<file path="src/hdl/scc_consts.svh">
/*
 Timing counts, field widths and reset values for the coil chopper.
 Assumes inclusion by bare name from the package and the design files.
*/
// How it works
// [RULE1] signed voltage-scaling readback is read-only and frozen in current mode
// [RULE2] auto gradient and offset readbacks are read-only, zero to maximum
// [RULE3] off time zero switches the driver off; any nonzero value enables it
// [RULE4] blank select codes 0..3 give 16, 24, 32, 40 clock masking
// [RULE5] each slow-decay phase ends by its timer, never by the comparator
// [RULE6] the on phase ends when the comparator reports target current reached
// [RULE7] fast decay ends on comparator trip or fast-decay timer, whichever first
// [RULE8] comparator is masked for the blank time after every bridge switch
// [RULE9] current mode runs on, slow decay, fast decay, second slow decay
// [RULE10] each coil has its own chopper machine with no shared timing
// [RULE11] settings should give roughly 16 to 30 kHz chopper frequency
// [RULE12] slow decay lasts 12 plus 32 clocks per off time unit
// [RULE13] mode pin xor mode flag: 1 current chopper, 0 voltage mode
// [RULE14] after second slow decay, a new on phase starts with fresh blanking
`ifndef SCC_CONSTS_SVH
`define SCC_CONSTS_SVH
`define SCC_CLK_MHZ 25
`define SCC_SLOW_BASE 12
`define SCC_SLOW_STEP 32
`define SCC_BLANK_BASE 16
`define SCC_BLANK_STEP 8
`define SCC_OFF_W 4
`define SCC_TMR_W 10
`define SCC_FAST_RST 8'h40
`define SCC_SCALE_RST 9'h000
`define SCC_AMP_RST 8'h00
`endif

</file>
<file path="src/hdl/scc_pkg.sv">
/*
 Types shared by the coil chopper modules.
 Assumes scc_consts.svh is on the include path.
*/
`include "scc_consts.svh"
package scc_pkg;
    typedef enum logic [2:0] {
        SCC_IDLE = 3'b000,
        SCC_ON = 3'b001,
        SCC_SLOW1 = 3'b010,
        SCC_FAST = 3'b011,
        SCC_SLOW2 = 3'b100
    } scc_phase_t;
    // shared chopper settings, same for both coils
    typedef struct packed {
        logic enable;
        logic cur_mode;
        logic [`SCC_OFF_W-1:0] off_time;
        logic [1:0] blank_sel;
        logic [7:0] fast_time;
    } scc_cfg_t;
    // bridge drive for one coil
    typedef struct packed {
        logic drive_on;
        logic slow_decay;
        logic fast_decay;
    } scc_bridge_t;
endpackage

</file>
<file path="src/hdl/scc_coil.sv">
/*
 One coil chopper: sequences the bridge through its four phases.
 Assumes the comparator input is already synchronised to CLK.
*/
`timescale 1ns/10ps
`default_nettype none
`include "scc_consts.svh"
module scc_coil
    import scc_pkg::*;
(
    input wire logic clk,
    input wire logic reset_n,
    input wire scc_cfg_t cfg,
    input wire logic comp_trip,
    output scc_bridge_t bridge,
    output scc_phase_t phase,
    output logic blanking
);
    scc_phase_t phase_q, phase_d;
    logic [`SCC_TMR_W-1:0] tmr_q, tmr_d;
    logic [5:0] blank_q, blank_d;
    logic sw;
    logic trip;

    // blank length in clocks for a select code
    function automatic logic [5:0] blank_len(input logic [1:0] sel);
        blank_len = 6'(`SCC_BLANK_BASE + `SCC_BLANK_STEP * sel); // [RULE4]
    endfunction

    // slow decay length for an off time value
    function automatic logic [`SCC_TMR_W-1:0] slow_len(
        input logic [`SCC_OFF_W-1:0] off);
        slow_len = `SCC_TMR_W'(`SCC_SLOW_BASE + `SCC_SLOW_STEP * off); // [RULE12]
    endfunction

    // comparator is only believed outside blanking
    assign trip = comp_trip && (blank_q == 6'h00); // [RULE8]

    // phase sequencing; the timer is reloaded on entry to each decay phase
    always_comb begin
        phase_d = phase_q;
        tmr_d = (tmr_q != '0) ? tmr_q - 1'b1 : tmr_q;
        sw = 1'b0;
        if (!cfg.enable || !cfg.cur_mode) begin // [RULE3] [RULE13]
            phase_d = SCC_IDLE;
        end else begin
            unique case (phase_q)
                SCC_IDLE: begin
                    phase_d = SCC_ON;
                    sw = 1'b1;
                end
                SCC_ON: if (trip) begin // [RULE6]
                    phase_d = SCC_SLOW1; // [RULE9]
                    tmr_d = slow_len(cfg.off_time) - 1'b1;
                    sw = 1'b1;
                end
                SCC_SLOW1: if (tmr_q == '0) begin // [RULE5]
                    phase_d = SCC_FAST;
                    tmr_d = {2'b00, cfg.fast_time};
                    sw = 1'b1;
                end
                SCC_FAST: if (trip || tmr_q == '0) begin // [RULE7]
                    phase_d = SCC_SLOW2;
                    tmr_d = slow_len(cfg.off_time) - 1'b1;
                    sw = 1'b1;
                end
                SCC_SLOW2: if (tmr_q == '0) begin // [RULE5]
                    phase_d = SCC_ON; // [RULE14]
                    sw = 1'b1;
                end
                default: phase_d = SCC_IDLE;
            endcase
        end
    end

    // blank counter restarts on every switching event
    always_comb begin
        if (sw) begin
            blank_d = blank_len(cfg.blank_sel); // [RULE8]
        end else if (blank_q != 6'h00) begin
            blank_d = blank_q - 6'h01;
        end else begin
            blank_d = blank_q;
        end
    end

    always_ff @(posedge clk or negedge reset_n) begin
        if (!reset_n) begin
            phase_q <= SCC_IDLE;
            tmr_q <= '0;
            blank_q <= 6'h00;
        end else begin
            phase_q <= phase_d;
            tmr_q <= tmr_d;
            blank_q <= blank_d;
        end
    end

    // bridge drive registered from the next phase
    always_ff @(posedge clk or negedge reset_n) begin
        if (!reset_n) begin
            bridge <= '0;
        end else begin
            bridge.drive_on <= (phase_d == SCC_ON);
            bridge.slow_decay <= (phase_d == SCC_SLOW1)
                || (phase_d == SCC_SLOW2);
            bridge.fast_decay <= (phase_d == SCC_FAST);
        end
    end

    assign phase = phase_q;
    assign blanking = (blank_q != 6'h00);
endmodule
`default_nettype wire

</file>
<file path="src/hdl/scc_top.sv">
/*
 Two-coil chopper control with voltage-mode readbacks.
 Assumes comparator pins are asynchronous and the voltage regulator
 supplies its scaling and tuning values on CLK.
*/
`timescale 1ns/10ps
`default_nettype none
`include "scc_consts.svh"
module scc_top
    import scc_pkg::*;
(
    input wire logic CLK,
    input wire logic RESET_N,
    input wire logic [`SCC_OFF_W-1:0] OFF_TIME_SETTING,
    input wire logic [1:0] BLANK_TIME_SELECT,
    input wire logic [7:0] FAST_DECAY_TIME,
    input wire logic MODE_PIN,
    input wire logic MODE_FLAG,
    input wire logic [1:0] COMP_TRIP,
    input wire logic [8:0] REG_SCALE,
    input wire logic [7:0] REG_GRADIENT,
    input wire logic [7:0] REG_OFFSET,
    output logic [1:0] DRIVE_ON,
    output logic [1:0] SLOW_DECAY,
    output logic [1:0] FAST_DECAY,
    output logic [1:0] BLANKING,
    output logic DRIVER_ENABLED,
    output logic CURRENT_MODE,
    output logic [8:0] AUTO_SCALE_READBACK,
    output logic [7:0] AUTO_GRADIENT_READBACK,
    output logic [7:0] AUTO_OFFSET_READBACK
);
    logic [2:0] comp_sync_q [2];
    logic [1:0] comp_q;
    logic [2:0] mode_sync_q;
    logic mode_q;
    scc_cfg_t cfg;
    scc_bridge_t bridge [2];

    // three-stage sync; change counts once stages two and three agree
    always_ff @(posedge CLK or negedge RESET_N) begin
        if (!RESET_N) begin
            mode_sync_q <= 3'h0;
            mode_q <= 1'b0;
        end else begin
            mode_sync_q <= {mode_sync_q[1:0], MODE_PIN};
            if (mode_sync_q[1] == mode_sync_q[2]) begin
                mode_q <= mode_sync_q[2];
            end
        end
    end

    assign cfg.enable = (OFF_TIME_SETTING != '0); // [RULE3]
    assign cfg.cur_mode = mode_q ^ MODE_FLAG; // [RULE13]
    assign cfg.off_time = OFF_TIME_SETTING;
    assign cfg.blank_sel = BLANK_TIME_SELECT;
    assign cfg.fast_time = FAST_DECAY_TIME;

    // independent machines per coil, sharing only configuration
    genvar g;
    generate
        for (g = 0; g < 2; g++) begin : g_coil
            always_ff @(posedge CLK or negedge RESET_N) begin
                if (!RESET_N) begin
                    comp_sync_q[g] <= 3'h0;
                    comp_q[g] <= 1'b0;
                end else begin
                    comp_sync_q[g] <= {comp_sync_q[g][1:0], COMP_TRIP[g]};
                    if (comp_sync_q[g][1] == comp_sync_q[g][2]) begin
                        comp_q[g] <= comp_sync_q[g][2];
                    end
                end
            end
            scc_coil u_coil ( // [RULE10]
                .clk(CLK),
                .reset_n(RESET_N),
                .cfg(cfg),
                .comp_trip(comp_q[g]),
                .bridge(bridge[g]),
                .phase(),
                .blanking(BLANKING[g])
            );
            assign DRIVE_ON[g] = bridge[g].drive_on;
            assign SLOW_DECAY[g] = bridge[g].slow_decay;
            assign FAST_DECAY[g] = bridge[g].fast_decay;
        end
    endgenerate

    // status flags registered for a clean readout
    always_ff @(posedge CLK or negedge RESET_N) begin
        if (!RESET_N) begin
            DRIVER_ENABLED <= 1'b0;
            CURRENT_MODE <= 1'b0;
        end else begin
            DRIVER_ENABLED <= cfg.enable;
            CURRENT_MODE <= cfg.cur_mode;
        end
    end

    // scale readback frozen while the current chopper runs
    always_ff @(posedge CLK or negedge RESET_N) begin
        if (!RESET_N) begin
            AUTO_SCALE_READBACK <= `SCC_SCALE_RST;
        end else if (!cfg.cur_mode) begin // [RULE1]
            AUTO_SCALE_READBACK <= REG_SCALE;
        end
    end

    // tuning readbacks simply track the regulator, full 0..255 range
    always_ff @(posedge CLK or negedge RESET_N) begin
        if (!RESET_N) begin
            AUTO_GRADIENT_READBACK <= `SCC_AMP_RST;
            AUTO_OFFSET_READBACK <= `SCC_AMP_RST;
        end else begin
            AUTO_GRADIENT_READBACK <= REG_GRADIENT; // [RULE2]
            AUTO_OFFSET_READBACK <= REG_OFFSET; // [RULE2]
        end
    end
endmodule
`default_nettype wire

</file>
<file path="config.mk">
export PLATFORM = sky130hd
export DESIGN_NAME = scc_top
export DESIGN_NICKNAME = d
export VERILOG_FILES = /design/src/hdl/scc_pkg.sv /design/src/hdl/scc_coil.sv /design/src/hdl/scc_top.sv
export VERILOG_INCLUDE_DIRS = /design/src /design/src/hdl
export SDC_FILE = /design/constraint.sdc
export NUM_CORES = 1
export LEC_CHECK = 0
export ABC_AREA = 1
export BUFFER_PORTS_ARGS = -buffer_cell sky130_fd_sc_hd__buf_2
export CAP_MARGIN = 20
export CELL_PAD_IN_SITES_DETAIL_PLACEMENT = 1
export CELL_PAD_IN_SITES_GLOBAL_PLACEMENT = 1
export CORE_ASPECT_RATIO = 0.9
export CORE_MARGIN = 4
export CORE_UTILIZATION = 36
export CTS_CLUSTER_DIAMETER = 100
export DETAILED_ROUTE_END_ITERATION = 12
export GPL_TIMING_DRIVEN = 1
export PLACE_DENSITY_LB_ADDON = 0.1
export SYNTH_ARGS = -nofsm -noshare
export SYNTH_HDL_FRONTEND = slang
export SYNTH_SLANG_ARGS = --single-unit
</file>
<file path="constraint.sdc">
create_clock -name CLK -period 1.97 [get_ports CLK]
set_input_delay 0.0985 -clock CLK [delete_from_list [all_inputs] [get_ports CLK]]
set_output_delay 0.0985 -clock CLK [all_outputs]
set_load 0.02 [all_outputs]
</file>
# Yosys cells after proc, flatten, opt, wreduce, memory -nomap -nowiden
# Index checks and enable logic that the tools add are counted.
# word_totals
ff_bits	83
input_bits	45
word_cells	112
# op_classes
addsub	7
bitwise_logic	1
mux	38
reduce_logical	24
eq_ne	19
# op_table
operator	count
two-way mux 10 bit	10
case mux 10 bit (3 select lines)	2
two-way mux 3 bit	10
case mux 3 bit (5 select lines)	2
subtractor 10 x 1 -> 10 bit, second input constant	3
== test 3 x 2 -> 1 bit, second input constant	8
two-way mux 6 bit	4
zero test 10 bit	2
nonzero test 10 bit	2
== test 3 x 1 -> 1 bit, second input constant	4
== test 3 bit, second input constant	4
zero test 6 bit	2
nonzero test 6 bit	2
subtractor 6 x 1 -> 6 bit, second input constant	2
adder 4 x 9 -> 10 bit, first input constant	1
two-way mux 1 bit	8
case mux 1 bit (4 select lines)	2
adder 5 x 5 -> 6 bit, first input constant	1
zero test 3 bit	2
logical OR 1 bit	5
nonzero test 2 bit	2
nonzero test 4 bit	1
OR reduction 2 bit	2
== test 1 bit	3
other kinds (3)	5

# Logic depth before layout (Yosys ltp)
# depth
ltp_word	8
depth_mapped	12
mapped_depth_nobuf	12

# By module
# From an unflattened synthesis, not the netlist that was laid out.
# hier_totals
hier_cells	480
area_unflattened_um2	4251.6
# by_module_without_submodules
module	cells_each	instances	seq_area_each_um2	area_each_um2
scc_coil (g_coil[0].u_coil)	205	1	550.5	1546.5
scc_coil (g_coil[1].u_coil)	190	1	550.5	1520.2
scc_top	85	1	975.9	1184.9

# Worst setup path after synthesis
# OpenSTA, ideal clock, no wires.
# synth_timing
kind	reg-to-reg
start	register g_coil[0].u_coil.blank_q[0]
end	register g_coil[0].u_coil.tmr_q[8]
n_path_buf	0
arrival_ns	1.378
required_ns	1.847
stages_incl_launch_ff	10
setup_slack_ns	0.469
cell_sequence	dfrtp_1 > inv_1 > ha_1 > nand4_2 > nor2_1 > inv_1 > nand2_1 > nand2_1 > nand2_1 > o21ai_1
# synth_between
elab_chain_cells	6
# synth_lines
element	line	source
start, declared	scc_coil.sv:21	logic [5:0] blank_q, blank_d;
start signal, assigned	scc_coil.sv:95	blank_q <= blank_d;
zero test 6 bit *	scc_coil.sv:37	assign trip = comp_trip && (blank_q == 6'h00);
logical AND 1 bit *	scc_coil.sv:37	
logical OR 1 bit	scc_coil.sv:62	SCC_FAST: if (trip || tmr_q == '0) begin
two-way mux 10 bit	scc_coil.sv:62	
case mux 10 bit (3 select lines) *	scc_coil.sv:47	unique case (phase_q)
two-way mux 10 bit *	scc_coil.sv:44	if (!cfg.enable || !cfg.cur_mode) begin
via g_coil[0].u_coil.tmr_d[8]	scc_coil.sv:20	logic [`SCC_TMR_W-1:0] tmr_q, tmr_d;
end signal, assigned	scc_coil.sv:94	tmr_q <= tmr_d;
end, declared	scc_coil.sv:20	
# The timed path passes the listed nets; every way through them passes the cells marked *.
# A chain may end at the register's enable or synchronous reset.

# Final worst setup path
# layout_timing
start	register g_coil[0].u_coil.tmr_q[0]
end	register g_coil[0].u_coil.tmr_q[8]
# layout_between
elab_chain_cells	5
# layout_lines
element	line	source
subtractor 10 x 1 -> 10 bit (tied with other cells)	scc_coil.sv:42	tmr_d = (tmr_q != '0) ? tmr_q - 1'b1 : tmr_q;
two-way mux 10 bit or logical OR 1 bit (tied branches)	scc_coil.sv:42, scc_coil.sv:62	
two-way mux 10 bit, on equally long branches	scc_coil.sv:62, scc_coil.sv:52, scc_coil.sv:57	
case mux 10 bit (3 select lines)	scc_coil.sv:47	
two-way mux 10 bit *	scc_coil.sv:44	
via g_coil[0].u_coil.tmr_d[8]	scc_coil.sv:20	
# Marks and branches as above.

==> flow_summary.toml <==
[cells_and_area]
num-fill-cells = 1292
nNetsFinal = 643
layout_common_cells = "107 x nand2_1, 83 x dfrtp_1, 78 x buf_2, 63 x inv_1, 50 x nor2_1"
final_cells = 746
syn2layout_area_growth_pct = 30.0
multi_input_area_sq_um = 1660
drive_gt1_share_pct = 23.6
regArea_sq_um = 2080
final_util_pct = 48.1
num_antenna_cells = 0
final_common_cell = "nand2_1"
final_area_sq_um = 5220

[power]
p_seq_share_pct = 38.3
swShare_pct = 38.1
p_per_area_nw_per_um2 = 1200
pwr-share-clk_pct = 24.9
p_int_uw = 3880
leakage_uw = 0.00270
combPwrFrac_pct = 36.8
vdd_drop_max_mv = 0.563
power.switching_uw = 2380

[synthesis]
ys_ff_latch = 83
ys_warn_count = 0
syn-num-nets = 521
yosys.area.top_type_share_pct = 51.7
syn_area_per_cell_sq_um = 8.58
synthDistinctLibCells = 32
synthesis.area_sq_um = 4020
syn_inst = 468
synth_top_area_cell = "dfrtp_1"
synth_seq_area_share_pct = 51.7
synth_area_leaders = "dfrtp_1 52%, nand2_1 10%, nand3_1 6.2%"

[sta]
max_slew_margin_pct = 72.4
hold_viol = 0
period_minus_slack_ps = 1770
tns_ps = 0
clock_skew_ps = 4.74
rsz0062_at_grt = "false"
fmax_mhz = 565
finalSetupViolCount = 0
finalMaxSlewViolations = 0
finalCritPeriodShare_pct = 89.8
worstMarginPinSlew_ps = 411

[critical_path]
worst_r2r_path_depth = 11
cp-end-kind = "register"
reg2reg_slack_ps = 200
worstPathArrival_ps = 1990
reg2reg_to = "g_coil[0].u_coil.tmr_q[8]"
crit_fanout = 7
r2r_start = "g_coil[0].u_coil.tmr_q[0]"
crit_path_start_kind = "register"
worst-setup-path-type = "register to register"
worstPathRequired_ps = 2190

[clock_network]
clock-sinks = 83
cts_tree = "done"
htreeDepth = 3
cts_buffers = 9
cts_root_buf = "clkbuf_16"
path_clk_slew_ps = 60
clock_latency_ps = 340
post-cts-setup-buffers = 0
cts.path.max_buffers = 2

[die]
die_area_sq_um = 12900
die-height_um = 108
core_sq_um = 10900
start_util_pct = 37.0
std_cell_rows = 36
io_pins = 80
fp.dieW_um = 119

[hold_path]
hold_path_depth = 3
min_from = "FAST_DECAY_TIME[2]"
holdPathEnd = "g_coil[1].u_coil.tmr_q[2]"
hp-class = "primary input to register"

[drt]
drtIter0Drc = 110
first_pass_iters = 4
via_per_inst = 4.53
wl_um = 10500
ant_nets = 0
drc = 0
vias = 3380
post_drt_wl_per_cell_um = 14.1

[place]
placed_cell_area_sq_um = 4620
place_inst = 700
port-buffer-count = 79
dp_hpwl_um = 8020
gp_congestion = 0.833

[job]
maxCapViolCount = 0

[global_route]
grt_overflow = 0
grt_use_met2_pct = 32.1
grt_antenna_before_repair = 0
grt_pass1_vias = 3728
grt_usage_pct = 17.7
grt_util_met1_pct = 21.0
grt_pass1_wl_um = 18000
grt_max_degree = 44
busiest_layer = "met2"
use_met3_pct = 4.60

[status]
status = "completed"
layout make-up:
type | instances | area share (%)
multi-input cells | 314 | 31.9
inverters | 66 | 4.75
well taps | 152 | 3.64
clock buffers | 9 | 4.32
repair buffers | 116 | 14.7
clock inverters | 6 | 0.935
flip-flops and latches | 83 | 39.8
routing by layer:
| layer | vias up | share of wire [%] |
|---|---|---|
| met5 | - | 0 |
| met4 | 0 | 1.2 |
| met3 | 12 | 3.6 |
| met2 | 45 | 51 |
| met1 | 1605 | 44 |
| li1 | 1718 | - |
critical path: stages (launching register included):
cell and delay, ps:
dfrtp_1 380, inv_1 120, ha_1 190, nand3_1 80
nor2_1 120, nand2_2 130, nand2_1 90, nand2_1 90
nand2_1 160, nand2_2 150, nand2_1 90, o21ai_1 60
power by group through the flow:
stage / Sequential [uW] / Clock [uW] / Combinational [uW]
CTS: 2400 / 1620 / 2330
global placement: 2420 / 0 / 2210
finish: 2400 / 1560 / 2310
global route: 2460 / 1700 / 2680
floorplan: 2460 / 0 / 1630
detailed placement: 2430 / 0 / 2270
cells by family after synthesis:
logic type,after synthesis,share of synthesized area (%)
buf+inv,71,7.07
mux,10,2.77
simple gates,244,27.3
xor+xnor,15,3.27
compound gates,34,4.58
fa+ha+maj,11,3.24
flops,83,51.7
per-stage QoR:
step | power [uW] | hold WS (ps) | setup WS [ps]
floorplan | 4090 | -197 | 469
global placement | 4630 | -19.1 | 196
detailed placement | 4700 | -16.6 | 92.9
CTS | 6360 | 9.41 | 76.0
global route | 6840 | 33.9 | 21.9
finish | 6260 | 22.5 | 202
registers in the layout (all words and copies together), names as in the netlist, 2 cells and up:
| register | flops |
|---|---|
| comp_q | 2 |
| g_coil.u_coil.blank_q | 12 |
| g_coil.u_coil.bridge | 6 |
| comp_sync_q | 6 |
| mode_sync_q | 3 |
| AUTO_SCALE_READBACK | 9 |
| g_coil.u_coil.tmr_q | 20 |
| g_coil.u_coil.phase | 6 |
| AUTO_GRADIENT_READBACK | 8 |
| AUTO_OFFSET_READBACK | 8 |
cell usage after synthesis (all sizes together):
| library cell | n |
|---|---|
| nand2 | 114 |
| dfrtp | 83 |
| inv | 66 |
| nor2 | 63 |
| nand3 | 51 |
| o21ai | 20 |
| a21oi | 11 |
| xor2 | 11 |
| mux2 | 9 |
| ha | 8 |
| nor3 | 6 |
| buf | 5 |
| nand4 | 5 |
| or2 | 4 |
| xnor2 | 4 |
| maj3 | 3 |
| o2111ai | 2 |
| mux2i | 1 |
| nand3b | 1 |
| o31ai | 1 |
timing repair:
action                                  4_1_cts  5_1_grt
endpoints found under the setup margin        0       12
hold buffers                                 31        0
endpoints found under the hold margin        87        0
resized for setup                             0        3
worst max path at each step:
| stage | start | slack [ps] | to | depth (start not counted) |
|---|---|---|---|---|
| after floorplan | g_coil[0].u_coil.blank_q[0] | 470 | g_coil[0].u_coil.tmr_q[8] | 9 |
| after CTS | g_coil[0].u_coil.tmr_q[0] | 80 | g_coil[0].u_coil.tmr_q[8] | 11 |
| after detailed placement | g_coil[0].u_coil.tmr_q[0] | 90 | g_coil[0].u_coil.tmr_q[8] | 11 |
| final | g_coil[0].u_coil.tmr_q[0] | 200 | g_coil[0].u_coil.tmr_q[8] | 11 |
| after global routing | g_coil[1].u_coil.tmr_q[0] | 20 | g_coil[1].u_coil.blank_q[1] | 9 |
| after global placement | g_coil[0].u_coil.tmr_q[0] | 200 | g_coil[0].u_coil.tmr_q[8] | 11 |
No activity file was read; power rests on OpenSTA's default activity.
